### config.mk
export PLATFORM = sky130hd
export DESIGN_NAME = rscl_top
export DESIGN_NICKNAME = d
export VERILOG_FILES = /design/src/logic/rscl_pkg.sv /design/src/logic/rscl_strap_decode.sv /design/src/logic/rscl_top.sv
export VERILOG_INCLUDE_DIRS = /design/src /design/src/logic
export SDC_FILE = /design/constraint.sdc
export NUM_CORES = 1
export LEC_CHECK = 0
export BUFFER_PORTS_ARGS = -buffer_cell sky130_fd_sc_hd__buf_2
export CAP_MARGIN = 20
export CORE_MARGIN = 2
export CORE_UTILIZATION = 50
export CTS_CLUSTER_DIAMETER = 40
export DETAILED_ROUTE_END_ITERATION = 8
export PLACE_DENSITY_LB_ADDON = 0.08
export SYNTH_ARGS = -nofsm -noshare
export SYNTH_HDL_FRONTEND = slang
export SYNTH_HIERARCHICAL = 1
export SYNTH_SLANG_ARGS = --single-unit
### constraint.sdc
create_clock -name clk_i -period 4.5 [get_ports clk_i]
set_input_delay 0 -clock clk_i [delete_from_list [all_inputs] [get_ports clk_i]]
set_output_delay 0 -clock clk_i [all_outputs]
set_load 0.02 [all_outputs]
### src/logic/rscl_params.svh
`ifndef RSCL_PARAMS_SVH
`define RSCL_PARAMS_SVH

// Register offsets on the plain register port
`define RSCL_OFS_MS_HI 8'h00
`define RSCL_OFS_MS_LO 8'h04
`define RSCL_OFS_ROMDAC 8'h08
`define RSCL_OFS_SWITCH 8'h0C
`define RSCL_OFS_STATUS 8'h10
`define RSCL_OFS_CTRL 8'h14

// Control and status bit positions
`define RSCL_CTRL_RELATCH 0
`define RSCL_STAT_VALID 0
`define RSCL_STAT_ORG_RSVD 1
`define RSCL_STAT_WID_RSVD 2

// Memory data strap positions
`define RSCL_MS_HI_MSB 29
`define RSCL_MS_HI_LSB 16
`define RSCL_MS_LIN_MSB 27
`define RSCL_MS_LIN_LSB 24
`define RSCL_MS_TRUECOLOR 23
`define RSCL_MS_ORG_MSB 19
`define RSCL_MS_ORG_LSB 18
`define RSCL_MS_ADDRSEL 17
`define RSCL_MS_ISA16 16
`define RSCL_MS_BIOS16 7
`define RSCL_MS_ROMEN 6
`define RSCL_MS_IO3XX 5
`define RSCL_MS_ISA 4
`define RSCL_MS_SW_MSB 3
`define RSCL_MS_SW_LSB 0

// ROM/DAC strap positions
`define RSCL_RS_VMEM16 7
`define RSCL_RS_WID_MSB 6
`define RSCL_RS_WID_LSB 5
`define RSCL_RS_PORT3C3 4
`define RSCL_RS_BIOS32K 3
`define RSCL_RS_BIOSWAIT 1
`define RSCL_RS_FASTDEC 0

// Reset values
`define RSCL_RST_MS_HI 14'h0000
`define RSCL_RST_BYTE 8'h00
`define RSCL_RST_NIBBLE 4'h0
`define RSCL_RST_DATA 16'h0000

`endif

### src/logic/rscl_pkg.sv
package rscl_pkg;

    typedef enum logic [1:0] {
        ST_IDLE = 2'h0,
        ST_IN_RESET = 2'h1,
        ST_CONFIGURED = 2'h3
    } rscl_state_e;

    typedef enum logic [1:0] {
        ORG_256KX16 = 2'h0,
        ORG_512KX8 = 2'h1,
        ORG_RESERVED = 2'h2,
        ORG_256KX4_1MB = 2'h3
    } rscl_dram_org_e;

    typedef enum logic [1:0] {
        WID_RESERVED = 2'h0,
        WID_8 = 2'h1,
        WID_16 = 2'h2,
        WID_32 = 2'h3
    } rscl_dram_width_e;

endpackage : rscl_pkg

### src/logic/rscl_strap_decode.sv
`timescale 1ns/1ps
`include "rscl_params.svh"

// Maps raw strap levels to configuration fields
module rscl_strap_decode (
    input wire logic [31:0] mem_i,
    input wire logic [7:0] rom_i,
    output logic [3:0] linear_base_o,
    output logic true_color_en_o,
    output rscl_pkg::rscl_dram_org_e dram_org_o,
    output rscl_pkg::rscl_dram_width_e dram_width_o,
    output logic latched_addr_sel_o,
    output logic isa_16bit_o,
    output logic bios_16bit_o,
    output logic rom_enable_o,
    output logic io_at_3xx_o,
    output logic isa_bus_o,
    output logic [3:0] switch_o,
    output logic vmem_16bit_o,
    output logic port_ctrl_3c3_o,
    output logic bios_32k_o,
    output logic bios_wait_ext_o,
    output logic fast_addr_detect_o
);

    always_comb begin
        linear_base_o = mem_i[`RSCL_MS_LIN_MSB:`RSCL_MS_LIN_LSB];
        true_color_en_o = ~mem_i[`RSCL_MS_TRUECOLOR];
        dram_org_o = rscl_pkg::rscl_dram_org_e'(mem_i[`RSCL_MS_ORG_MSB:`RSCL_MS_ORG_LSB]);
        latched_addr_sel_o = mem_i[`RSCL_MS_ADDRSEL];
        isa_16bit_o = mem_i[`RSCL_MS_ISA16];
        bios_16bit_o = mem_i[`RSCL_MS_BIOS16];
        rom_enable_o = mem_i[`RSCL_MS_ROMEN];
        io_at_3xx_o = mem_i[`RSCL_MS_IO3XX];
        isa_bus_o = mem_i[`RSCL_MS_ISA];
        switch_o = mem_i[`RSCL_MS_SW_MSB:`RSCL_MS_SW_LSB];
        vmem_16bit_o = rom_i[`RSCL_RS_VMEM16];
        dram_width_o = rscl_pkg::rscl_dram_width_e'(rom_i[`RSCL_RS_WID_MSB:`RSCL_RS_WID_LSB]);
        port_ctrl_3c3_o = rom_i[`RSCL_RS_PORT3C3];
        bios_32k_o = rom_i[`RSCL_RS_BIOS32K];
        bios_wait_ext_o = rom_i[`RSCL_RS_BIOSWAIT];
        fast_addr_detect_o = rom_i[`RSCL_RS_FASTDEC];
    end

endmodule : rscl_strap_decode

### src/logic/rscl_top.sv
`timescale 1ns/1ps
`include "rscl_params.svh"

// Notes on behaviour
// - Memory data straps 27..24 give the linear window base address.
// - Strap 23 low enables true colour; high leaves it disabled.
// - DRAM organisation strap picks memory type and shared pin use.
// - Four lowest memory data straps readable as 4-bit switch settings.
// - ROM/DAC straps 6..5 pick DRAM data width 8, 16 or 32.
// - ROM/DAC strap 4 picks port control at 46E8 (low) or 3C3.
// - ROM/DAC strap 1 picks standard or extended BIOS wait states.
// - ROM/DAC strap 0 picks slow or fast host address detection.
// - With 512Kx8 memory the shared pin drives the extra address bit.
// - Strap 7 sizes BIOS accesses: high 16-bit, low 8-bit.
// - Strap 6 low at reset keeps the BIOS ROM disabled.
// - Strap 4 picks host bus: low alternative channel, high ISA.
module rscl_top (
    input wire logic clk_i,
    input wire logic rstn_i,
    input wire logic ce_i,
    input wire logic sys_reset_i,
    input wire logic [31:0] mem_strap_i,
    input wire logic [7:0] rom_strap_i,
    input wire logic mem_addr9_i,
    input wire logic nmi_req_i,
    input wire logic [7:0] addr_i,
    input wire logic [15:0] wdata_i,
    input wire logic wr_i,
    input wire logic rd_i,
    output logic [15:0] rdata_o,
    output logic cfg_valid_o,
    output logic [3:0] linear_base_o,
    output logic true_color_en_o,
    output logic [1:0] dram_org_o,
    output logic [1:0] dram_width_o,
    output logic shared_pin_o,
    output logic shared_pin_oe_o,
    output logic latched_addr_sel_o,
    output logic isa_16bit_o,
    output logic bios_16bit_o,
    output logic rom_enable_o,
    output logic io_at_3xx_o,
    output logic isa_bus_o,
    output logic [3:0] switch_o,
    output logic vmem_16bit_o,
    output logic port_ctrl_3c3_o,
    output logic bios_32k_o,
    output logic bios_wait_ext_o,
    output logic fast_addr_detect_o
);

    function automatic logic is_reg(input logic [7:0] a, input logic [7:0] ofs);
        is_reg = (a == ofs);
    endfunction : is_reg

    rscl_pkg::rscl_state_e state_r, state_nxt;
    logic cfg_valid_r, cfg_valid_nxt;
    logic [13:0] ms_hi_r, ms_hi_nxt;
    logic [7:0] ms_lo_r, ms_lo_nxt;
    logic [7:0] rs_r, rs_nxt;
    logic [3:0] lin_r, lin_nxt;
    logic tc_r, tc_nxt;
    rscl_pkg::rscl_dram_org_e org_r, org_nxt;
    rscl_pkg::rscl_dram_width_e wid_r, wid_nxt;
    logic [12:0] flags_r, flags_nxt;
    logic [3:0] sw_r, sw_nxt;
    logic shp_r, shp_nxt;
    logic shp_oe_r, shp_oe_nxt;
    logic [15:0] rdata_r, rdata_nxt;

    logic [3:0] d_lin;
    logic d_tc;
    rscl_pkg::rscl_dram_org_e d_org;
    rscl_pkg::rscl_dram_width_e d_wid;
    logic [12:0] d_flags;
    logic [3:0] d_sw;
    logic capture;
    logic relatch;

    rscl_strap_decode u_decode (
        .mem_i(mem_strap_i),
        .rom_i(rom_strap_i),
        .linear_base_o(d_lin),
        .true_color_en_o(d_tc),
        .dram_org_o(d_org),
        .dram_width_o(d_wid),
        .latched_addr_sel_o(d_flags[0]),
        .isa_16bit_o(d_flags[1]),
        .bios_16bit_o(d_flags[2]),
        .rom_enable_o(d_flags[3]),
        .io_at_3xx_o(d_flags[4]),
        .isa_bus_o(d_flags[5]),
        .switch_o(d_sw),
        .vmem_16bit_o(d_flags[6]),
        .port_ctrl_3c3_o(d_flags[7]),
        .bios_32k_o(d_flags[8]),
        .bios_wait_ext_o(d_flags[9]),
        .fast_addr_detect_o(d_flags[10])
    );
    assign d_flags[12:11] = 2'h0;

    // Software relatch only while reset is gone and a set is held
    assign relatch = wr_i && is_reg(addr_i, `RSCL_OFS_CTRL) && wdata_i[`RSCL_CTRL_RELATCH]
        && !sys_reset_i && (state_r == rscl_pkg::ST_CONFIGURED);
    assign capture = ce_i && (((state_r == rscl_pkg::ST_IN_RESET) && !sys_reset_i) || relatch);

    always_comb begin
        state_nxt = state_r;
        cfg_valid_nxt = cfg_valid_r;
        ms_hi_nxt = ms_hi_r;
        ms_lo_nxt = ms_lo_r;
        rs_nxt = rs_r;
        lin_nxt = lin_r;
        tc_nxt = tc_r;
        org_nxt = org_r;
        wid_nxt = wid_r;
        flags_nxt = flags_r;
        sw_nxt = sw_r;
        if (sys_reset_i) begin
            state_nxt = rscl_pkg::ST_IN_RESET;
        end else if (state_r == rscl_pkg::ST_IN_RESET) begin
            state_nxt = rscl_pkg::ST_CONFIGURED;
        end
        if (capture) begin
            cfg_valid_nxt = 1'b1;
            ms_hi_nxt = mem_strap_i[`RSCL_MS_HI_MSB:`RSCL_MS_HI_LSB];
            ms_lo_nxt = mem_strap_i[7:0];
            rs_nxt = rom_strap_i;
            lin_nxt = d_lin;
            tc_nxt = d_tc;
            org_nxt = d_org;
            wid_nxt = d_wid;
            flags_nxt = d_flags;
            sw_nxt = d_sw;
        end
    end

    // Shared pin follows the captured organisation
    always_comb begin
        shp_nxt = 1'b0;
        shp_oe_nxt = 1'b0;
        if (cfg_valid_r) begin
            case (org_r)
                rscl_pkg::ORG_512KX8: begin
                    shp_nxt = mem_addr9_i;
                    shp_oe_nxt = 1'b1;
                end
                rscl_pkg::ORG_256KX4_1MB: begin
                    shp_nxt = nmi_req_i;
                    shp_oe_nxt = 1'b1;
                end
                default: begin
                    shp_nxt = 1'b0;
                    shp_oe_nxt = 1'b0;
                end
            endcase
        end
    end

    always_comb begin
        rdata_nxt = `RSCL_RST_DATA;
        if (rd_i) begin
            if (is_reg(addr_i, `RSCL_OFS_MS_HI)) begin
                rdata_nxt = {2'h0, ms_hi_r};
            end else if (is_reg(addr_i, `RSCL_OFS_MS_LO)) begin
                rdata_nxt = {8'h00, ms_lo_r};
            end else if (is_reg(addr_i, `RSCL_OFS_ROMDAC)) begin
                rdata_nxt = {8'h00, rs_r};
            end else if (is_reg(addr_i, `RSCL_OFS_SWITCH)) begin
                rdata_nxt = {12'h000, sw_r};
            end else if (is_reg(addr_i, `RSCL_OFS_STATUS)) begin
                rdata_nxt = {13'h0000, (wid_r == rscl_pkg::WID_RESERVED),
                    (org_r == rscl_pkg::ORG_RESERVED), cfg_valid_r};
            end else begin
                rdata_nxt = `RSCL_RST_DATA;
            end
        end
    end

    always_ff @(posedge clk_i) begin
        if (!rstn_i) begin
            state_r <= rscl_pkg::ST_IDLE;
            cfg_valid_r <= 1'b0;
            ms_hi_r <= `RSCL_RST_MS_HI;
            ms_lo_r <= `RSCL_RST_BYTE;
            rs_r <= `RSCL_RST_BYTE;
            lin_r <= `RSCL_RST_NIBBLE;
            tc_r <= 1'b0;
            org_r <= rscl_pkg::ORG_256KX16;
            wid_r <= rscl_pkg::WID_RESERVED;
            flags_r <= 13'h0000;
            sw_r <= `RSCL_RST_NIBBLE;
            shp_r <= 1'b0;
            shp_oe_r <= 1'b0;
            rdata_r <= `RSCL_RST_DATA;
        end else if (ce_i) begin
            state_r <= state_nxt;
            cfg_valid_r <= cfg_valid_nxt;
            ms_hi_r <= ms_hi_nxt;
            ms_lo_r <= ms_lo_nxt;
            rs_r <= rs_nxt;
            lin_r <= lin_nxt;
            tc_r <= tc_nxt;
            org_r <= org_nxt;
            wid_r <= wid_nxt;
            flags_r <= flags_nxt;
            sw_r <= sw_nxt;
            shp_r <= shp_nxt;
            shp_oe_r <= shp_oe_nxt;
            rdata_r <= rdata_nxt;
        end
    end

    assign rdata_o = rdata_r;
    assign cfg_valid_o = cfg_valid_r;
    assign linear_base_o = lin_r;
    assign true_color_en_o = tc_r;
    assign dram_org_o = org_r;
    assign dram_width_o = wid_r;
    assign shared_pin_o = shp_r;
    assign shared_pin_oe_o = shp_oe_r;
    assign latched_addr_sel_o = flags_r[0];
    assign isa_16bit_o = flags_r[1];
    assign bios_16bit_o = flags_r[2];
    assign rom_enable_o = flags_r[3];
    assign io_at_3xx_o = flags_r[4];
    assign isa_bus_o = flags_r[5];
    assign switch_o = sw_r;
    assign vmem_16bit_o = flags_r[6];
    assign port_ctrl_3c3_o = flags_r[7];
    assign bios_32k_o = flags_r[8];
    assign bios_wait_ext_o = flags_r[9];
    assign fast_addr_detect_o = flags_r[10];
endmodule : rscl_top

==> results of run 1 <==
-- synth_stat cells --
cell / n
a221oi_1: 2
or2_2: 1
buf_4: 25
o21a_1: 1
nor2_1: 20
nand2b_1: 6
nor4bb_1: 1
o41ai_2: 1
a22oi_1: 6
or3b_2: 1
nor3_1: 3
o32ai_1: 2
and2_1: 1
o211ai_1: 1
or3_4: 1
conb_1: 1
dfxtp_1: 73
nor3b_1: 1
nand2_1: 115
buf_2: 2
a21boi_0: 2
and4_1: 1
nand4b_1: 1
buf_1: 1
nor2b_1: 5
clkbuf_1: 15
nand3_1: 5
buf_12: 5
and4b_1: 1
mux2i_1: 56
a2111oi_0: 1
a21oi_1: 18
a211oi_1: 1
inv_1: 11
o31ai_1: 4
buf_6: 1
nor4_1: 1
o21ai_0: 4
-- registers in the layout, summed over array words and instances (netlist names) --
signal           count
switch_o             4
rdata_o             14
dram_org_o           2
dram_width_o         2
ms_lo_r              8
rs_r                 8
true_color_en_o      1
linear_base_o        4
shared_pin_o         1
ms_hi_r             14
flags_r             11
shared_pin_oe_o      1
cfg_valid_o          1
state_r              2
-- critical path, cell delays in order --
cell and delay (ps):
buf_4 720, inv_1 480, a211oi_1 370, dlygate4sd3_1 590
-- area by class of cell --
class | instances | share of cell area, %
flip-flops and latches | 73 | 35.2
repair buffers | 120 | 18.9
well taps | 80 | 2.41
multi-input cells | 265 | 37.4
clock buffers | 13 | 4.30
clock inverters | 2 | 0.843
inverters | 11 | 0.993
-- layer usage --
layer  vias to the layer above  global-route usage [%]  wire length [um]
met1                      1285                    25.8              3490
met5                         -                       0                 0
met2                        69                    33.2              3400
li1                       1455                       -                 -
met4                         0                    9.94               225
met3                        14                    4.10               299
-- kinds of logic (layout without fill, tap and decap cells) --
group                  count (synthesis)  count (layout)
AOI/OAI and AO/OA                     43              43
buffers and inverters                 60             146
DFF                                   73              73
muxes                                 56              56
other                                  1               2
and+or+nand+nor                      164             164
-- what timing repair did --
item | in CTS | in global routing
hold buffers | 32 | 0
setup endpoints to repair | 0 | 0
endpoints found under the hold margin | 56 | 0
-- path summary, 6_finish.rpt --
kind                end  slack, ps  depth (start not counted)
max          state_r[1]       2560                          4
min          state_r[0]         30                          3
max reg2reg     rs_r[6]       2980                          4
min reg2reg  flags_r[2]        450                          2
-- stage by stage --
| step | std cells | cell area [um2] | hold slack, ps |
|---|---|---|---|
| 3_3_place_gp | 516 | 3590 | 218 |
| 4_1_cts | 563 | 4130 | 29.8 |
| 2_1_floorplan | 398 | 3420 | 100 |
| 3_5_place_dp | 516 | 3590 | 233 |
| 6_report | 564 | 4160 | 30.9 |
| 5_1_grt | 564 | 4160 | 81.8 |
-- power groups by stage --
stage,sequential [W],clock [W],combinational [W]
floorplan,0.000683,0,0.0000858
global placement,0.000678,0,0.000109
detailed placement,0.000679,0,0.000111
CTS,0.000664,0.000561,0.000132
global route,0.000665,0.000592,0.000147
finish,0.000664,0.000549,0.000133
-- layout by cell type (no fill, tap or decap), types with 5 or more instances in the layout --
cell type / synthesis / layout
nor2b_1: 5 / 5
buf_2: 2 / 86
nand2_1: 115 / 115
nor2_1: 20 / 20
a22oi_1: 6 / 6
clkbuf_8: 0 / 13
mux2i_1: 56 / 56
nand2b_1: 6 / 6
dfxtp_1: 73 / 73
nand3_1: 5 / 5
dlygate4sd3_1: 0 / 32
a21oi_1: 18 / 18
inv_1: 11 / 11
==> results.toml, run 1 <==
[outcome]
outcome = "completed"

[cts]
post-cts-setup-buffer-count = 0
clk_path_buf_depth = 2
post_cts_resized = 0
cts_sinks = 73
cts_tree = "done"
cts_max_level = 3
path_clk_slew_ps = 70
clk_latency_ps = 350
cts_root_buf = "clkbuf_8"
cts_buffers = 9

[logic_synthesis]
synth_compound_area_share_pct = 8.27
synthCells = 397
yosys_register_bits = 73
synthAdderAreaFrac_pct = 0
synth-simple-area-share_pct = 20.5
synth_area_leaders = "dfxtp_1 43%, mux2i_1 16%, nand2_1 13%, buf_4 5.5%, buf_12 2.9%"
synth_cell_type_count = 38
synth_xor_xnor_area_share_pct = 0
avgSynthCellArea_um2 = 8.61
post-synth-top-area-cell = "dfxtp_1"
yosys_warnings = 6
synth_top_family_by_area = "simple AND/OR/NAND/NOR gates"
synth.area.mux_share_pct = 16.4
synth_area_mm2 = 0.00342
yosysTopAreaCellShare_pct = 42.8
ys_seq_area_share_pct = 42.8

[layout]
multi_input_area_mm2 = 0.00155
fin_util_pct = 61.9
area_delta_synth_final_pct = 21.6
final_nets = 552
drive_gt1_share_pct = 22.3
fillers = 653
diodes = 0
ff_latch_area_mm2 = 0.00146

[setup_path]
crit_start = "rstn_i"
worstPathRequired_ps = 4790
path_max_fanout = 111
rr_startpoint = "state_r[1]"
start_kind = "input pin"
critPathKind = "in -> reg"
cp-end-kind = "flop"
worstPathArrival_ps = 2220

[sta]
drv_slew = 0
rsz0062_at_grt = "no"
timing.final.crit_share_pct = 43.1
finalHoldViolations = 0
setup_viol = 0
worst_slew_pin_slew_ps = 1020
tns_ps = 0
fin_crit_ps = 1940
clock_skew_ps = 5.76
timing.final.ws_setup_ps = 2560
slew_headroom_pct = 32.2
fmax_mhz = 516

[detailed_routing]
wl_per_cell_um = 13.2
routed_wl_um = 7420
via_per_inst = 5.01
ant_nets = 0
num_vias = 2823
dr.pass1.iters = 4
drtIter0Drc = 111
drc = 0

[placed_design]
dp_slack_ps = 2200
gp_congestion = 0.791
dp_hpwl_um = 4860
portBuffers = 87

[global_routing]
grt_pass1_wl_um = 12000
grt_pass1_vias = 2653
grt_antenna_before_repair = 0
overflow = 0
grt_use_total_pct = 20.4
grt_max_degree = 112

[floorplanning]
start_util_pct = 50.9
die_x_um = 86.7
die_h_um = 86.7
coreArea_mm2 = 0.00672
die_area_mm2 = 0.00751
row_count = 30
pin_count = 115

[pwr]
switching_power_w = 0.000314
p_clk_share_pct = 40.8
combPwrFrac_pct = 9.9
seqPwrFrac_pct = 49.3
peakVddDrop_mv = 0.194
p_int_w = 0.00103
p_sw_share_pct = 23.4
total_power_w = 0.00135
p_per_area_mw_per_mm2 = 324
p_leak_nw = 1.74

[worst_hold_path]
hp-start = "ce_i"
hold_class = "in -> reg"

[run]
maxCapViolCount = 0
(Power assumes the default switching activity.)
==> inputs of run 2 (changes only) <==
CORE_UTILIZATION = 46   (was 50)
clock period = 1.7 ns   (was 4.5 ns; I/O delays follow)
==> run 2 against run 1 <==
Compared with the run above:
- clock skew rose by 3.6 ps
- sequential power rose to 2.7 times the previous value
- count of clock-buffer cells in the layout fell by 3
- via count rose by 1.9%
- global-route usage fell by 1.2 points
- largest cell class unchanged
- critical path depth rose by 2
==> results.toml, run 2 (synthesis results as in run 1) <==
[cts]
cts_root_buf = "clkbuf_8"
cts_buffers = 9
cts_max_level = 3
clk_latency_ps = 340
cts_sinks = 73
path_clk_slew_ps = 80
post-cts-setup-buffer-count = 0
cts_tree = "done"
clk_path_buf_depth = 2

[pwr]
seqPwrFrac_pct = 48.1
p_per_area_mw_per_mm2 = 853
p_int_w = 0.00278
p_clk_share_pct = 41.8
p_sw_share_pct = 23.6
total_power_w = 0.00365
peakVddDrop_mv = 0.517
p_leak_nw = 1.78
combPwrFrac_pct = 10.1
switching_power_w = 0.000861

[sta]
setup_viol = 0
clock_skew_ps = 9.33
rsz0062_at_grt = "no"
fmax_mhz = 723
timing.final.crit_share_pct = 81.4
finalHoldViolations = 0
timing.final.ws_setup_ps = 316
drv_slew = 0
fin_crit_ps = 1380
tns_ps = 0

[detailed_routing]
via_per_inst = 4.87
drtIter0Drc = 129
wl_met3_um = 346
route.top_layer_used = "met4"
num_vias = 2877
wl_per_cell_um = 13.0
drc = 0
ant_nets = 0
m1WireLength_um = 3710
routed_wl_um = 7710
dr.pass1.iters = 6
met2_length_um = 3590

[placed_design]
dp_hpwl_um = 5380
gp_congestion = 0.832
portBuffers = 87
dp_slack_ps = -45.5

[global_routing]
grt_pass1_wl_um = 12500
grt_antenna_before_repair = 0
grt_max_degree = 92
grt_pass1_vias = 2727
overflow = 0
grt_use_total_pct = 19.2

[worst_hold_path]
hold_class = "in -> reg"
holdPathStages = 3
holdPathEnd = "rs_r[1]"
hp-start = "rstn_i"

[setup_path]
r2r_slack_ps = 440
start_kind = "input pin"
worstPathRequired_ps = 1970
critPathKind = "in -> reg"
cp-end-kind = "flop"
path_max_fanout = 23
rr_startpoint = "state_r[1]"
reg2reg_to = "ms_hi_r[3]"
reg2reg_depth = 4
worstPathArrival_ps = 1650

[floorplanning]
pin_count = 115
coreArea_mm2 = 0.00721
row_count = 31
start_util_pct = 47.4
die_x_um = 90.2
die_h_um = 90.2
die_area_mm2 = 0.00814

[layout]
final_common_cell = "nand2_1"
area_delta_synth_final_pct = 25.1
diodes = 0
mostFrequentLayoutCells = "115 x nand2_1, 86 x buf_2, 73 x dfxtp_1"
fin_util_pct = 59.3
drive_gt1_share_pct = 23.6
final_nets = 559

[outcome]
outcome = "completed"

[run]
maxCapViolCount = 0
-- run 2: how the worst max path moves through the flow --
stage,from,end,cells after the start
final,addr_i[7],ms_hi_r[3],6
after global routing,addr_i[7],linear_base_o[0],6
after CTS,addr_i[7],ms_hi_r[3],6
after detailed placement,addr_i[7],true_color_en_o,6
after global placement,addr_i[7],true_color_en_o,6
after floorplan,addr_i[7],dram_org_o[1],6
-- run 2: critical path: stages --
cell	delay, ps
buf_2	110
or3_4	400
o41ai_2	350
and4b_4	350
buf_12	220
mux2i_1	210
-- run 2: power groups by stage --
| stage | sequential [W] | clock, W | combinational [W] |
|---|---|---|---|
| after floorplan | 0.00181 | 0 | 0.000227 |
| after global placement | 0.00180 | 0 | 0.000312 |
| after detailed placement | 0.00180 | 0 | 0.000314 |
| after CTS | 0.00176 | 0.00156 | 0.000371 |
| after global routing | 0.00176 | 0.00163 | 0.000407 |
| final | 0.00176 | 0.00152 | 0.000368 |
-- run 2: layout make-up --
cell class / count / area [um2]
tap: 99 / 124
timing repair buffer: 127 / 868
inverter: 11 / 41.3
sequential: 73 / 1460
multi-input combinational: 265 / 1550
clock buffer: 10 / 138
clock inverter: 6 / 90.1
fill: 728 / 2940
-- run 2: routing by layer --
metal  global-route usage, %  vias to the layer above
li1                        -                     1475
met1                    25.3                     1333
met2                    30.2                       63
met3                    6.12                        6
met4                    6.03                        0
met5                       0                        -
-- run 2: what timing repair did --
item | 4_1_cts | 5_1_grt
endpoints found under the hold margin | 56 | 0
hold buffers | 32 | 0
resized for setup | 0 | 0
-- run 2: metrics by stage --
step,cells,area (um2),hold slack [ps]
global route,591,4280,24.4
detailed placement,543,3730,231
global placement,543,3730,231
floorplan,398,3420,100
CTS,591,4280,17.9
finish,591,4280,34.0
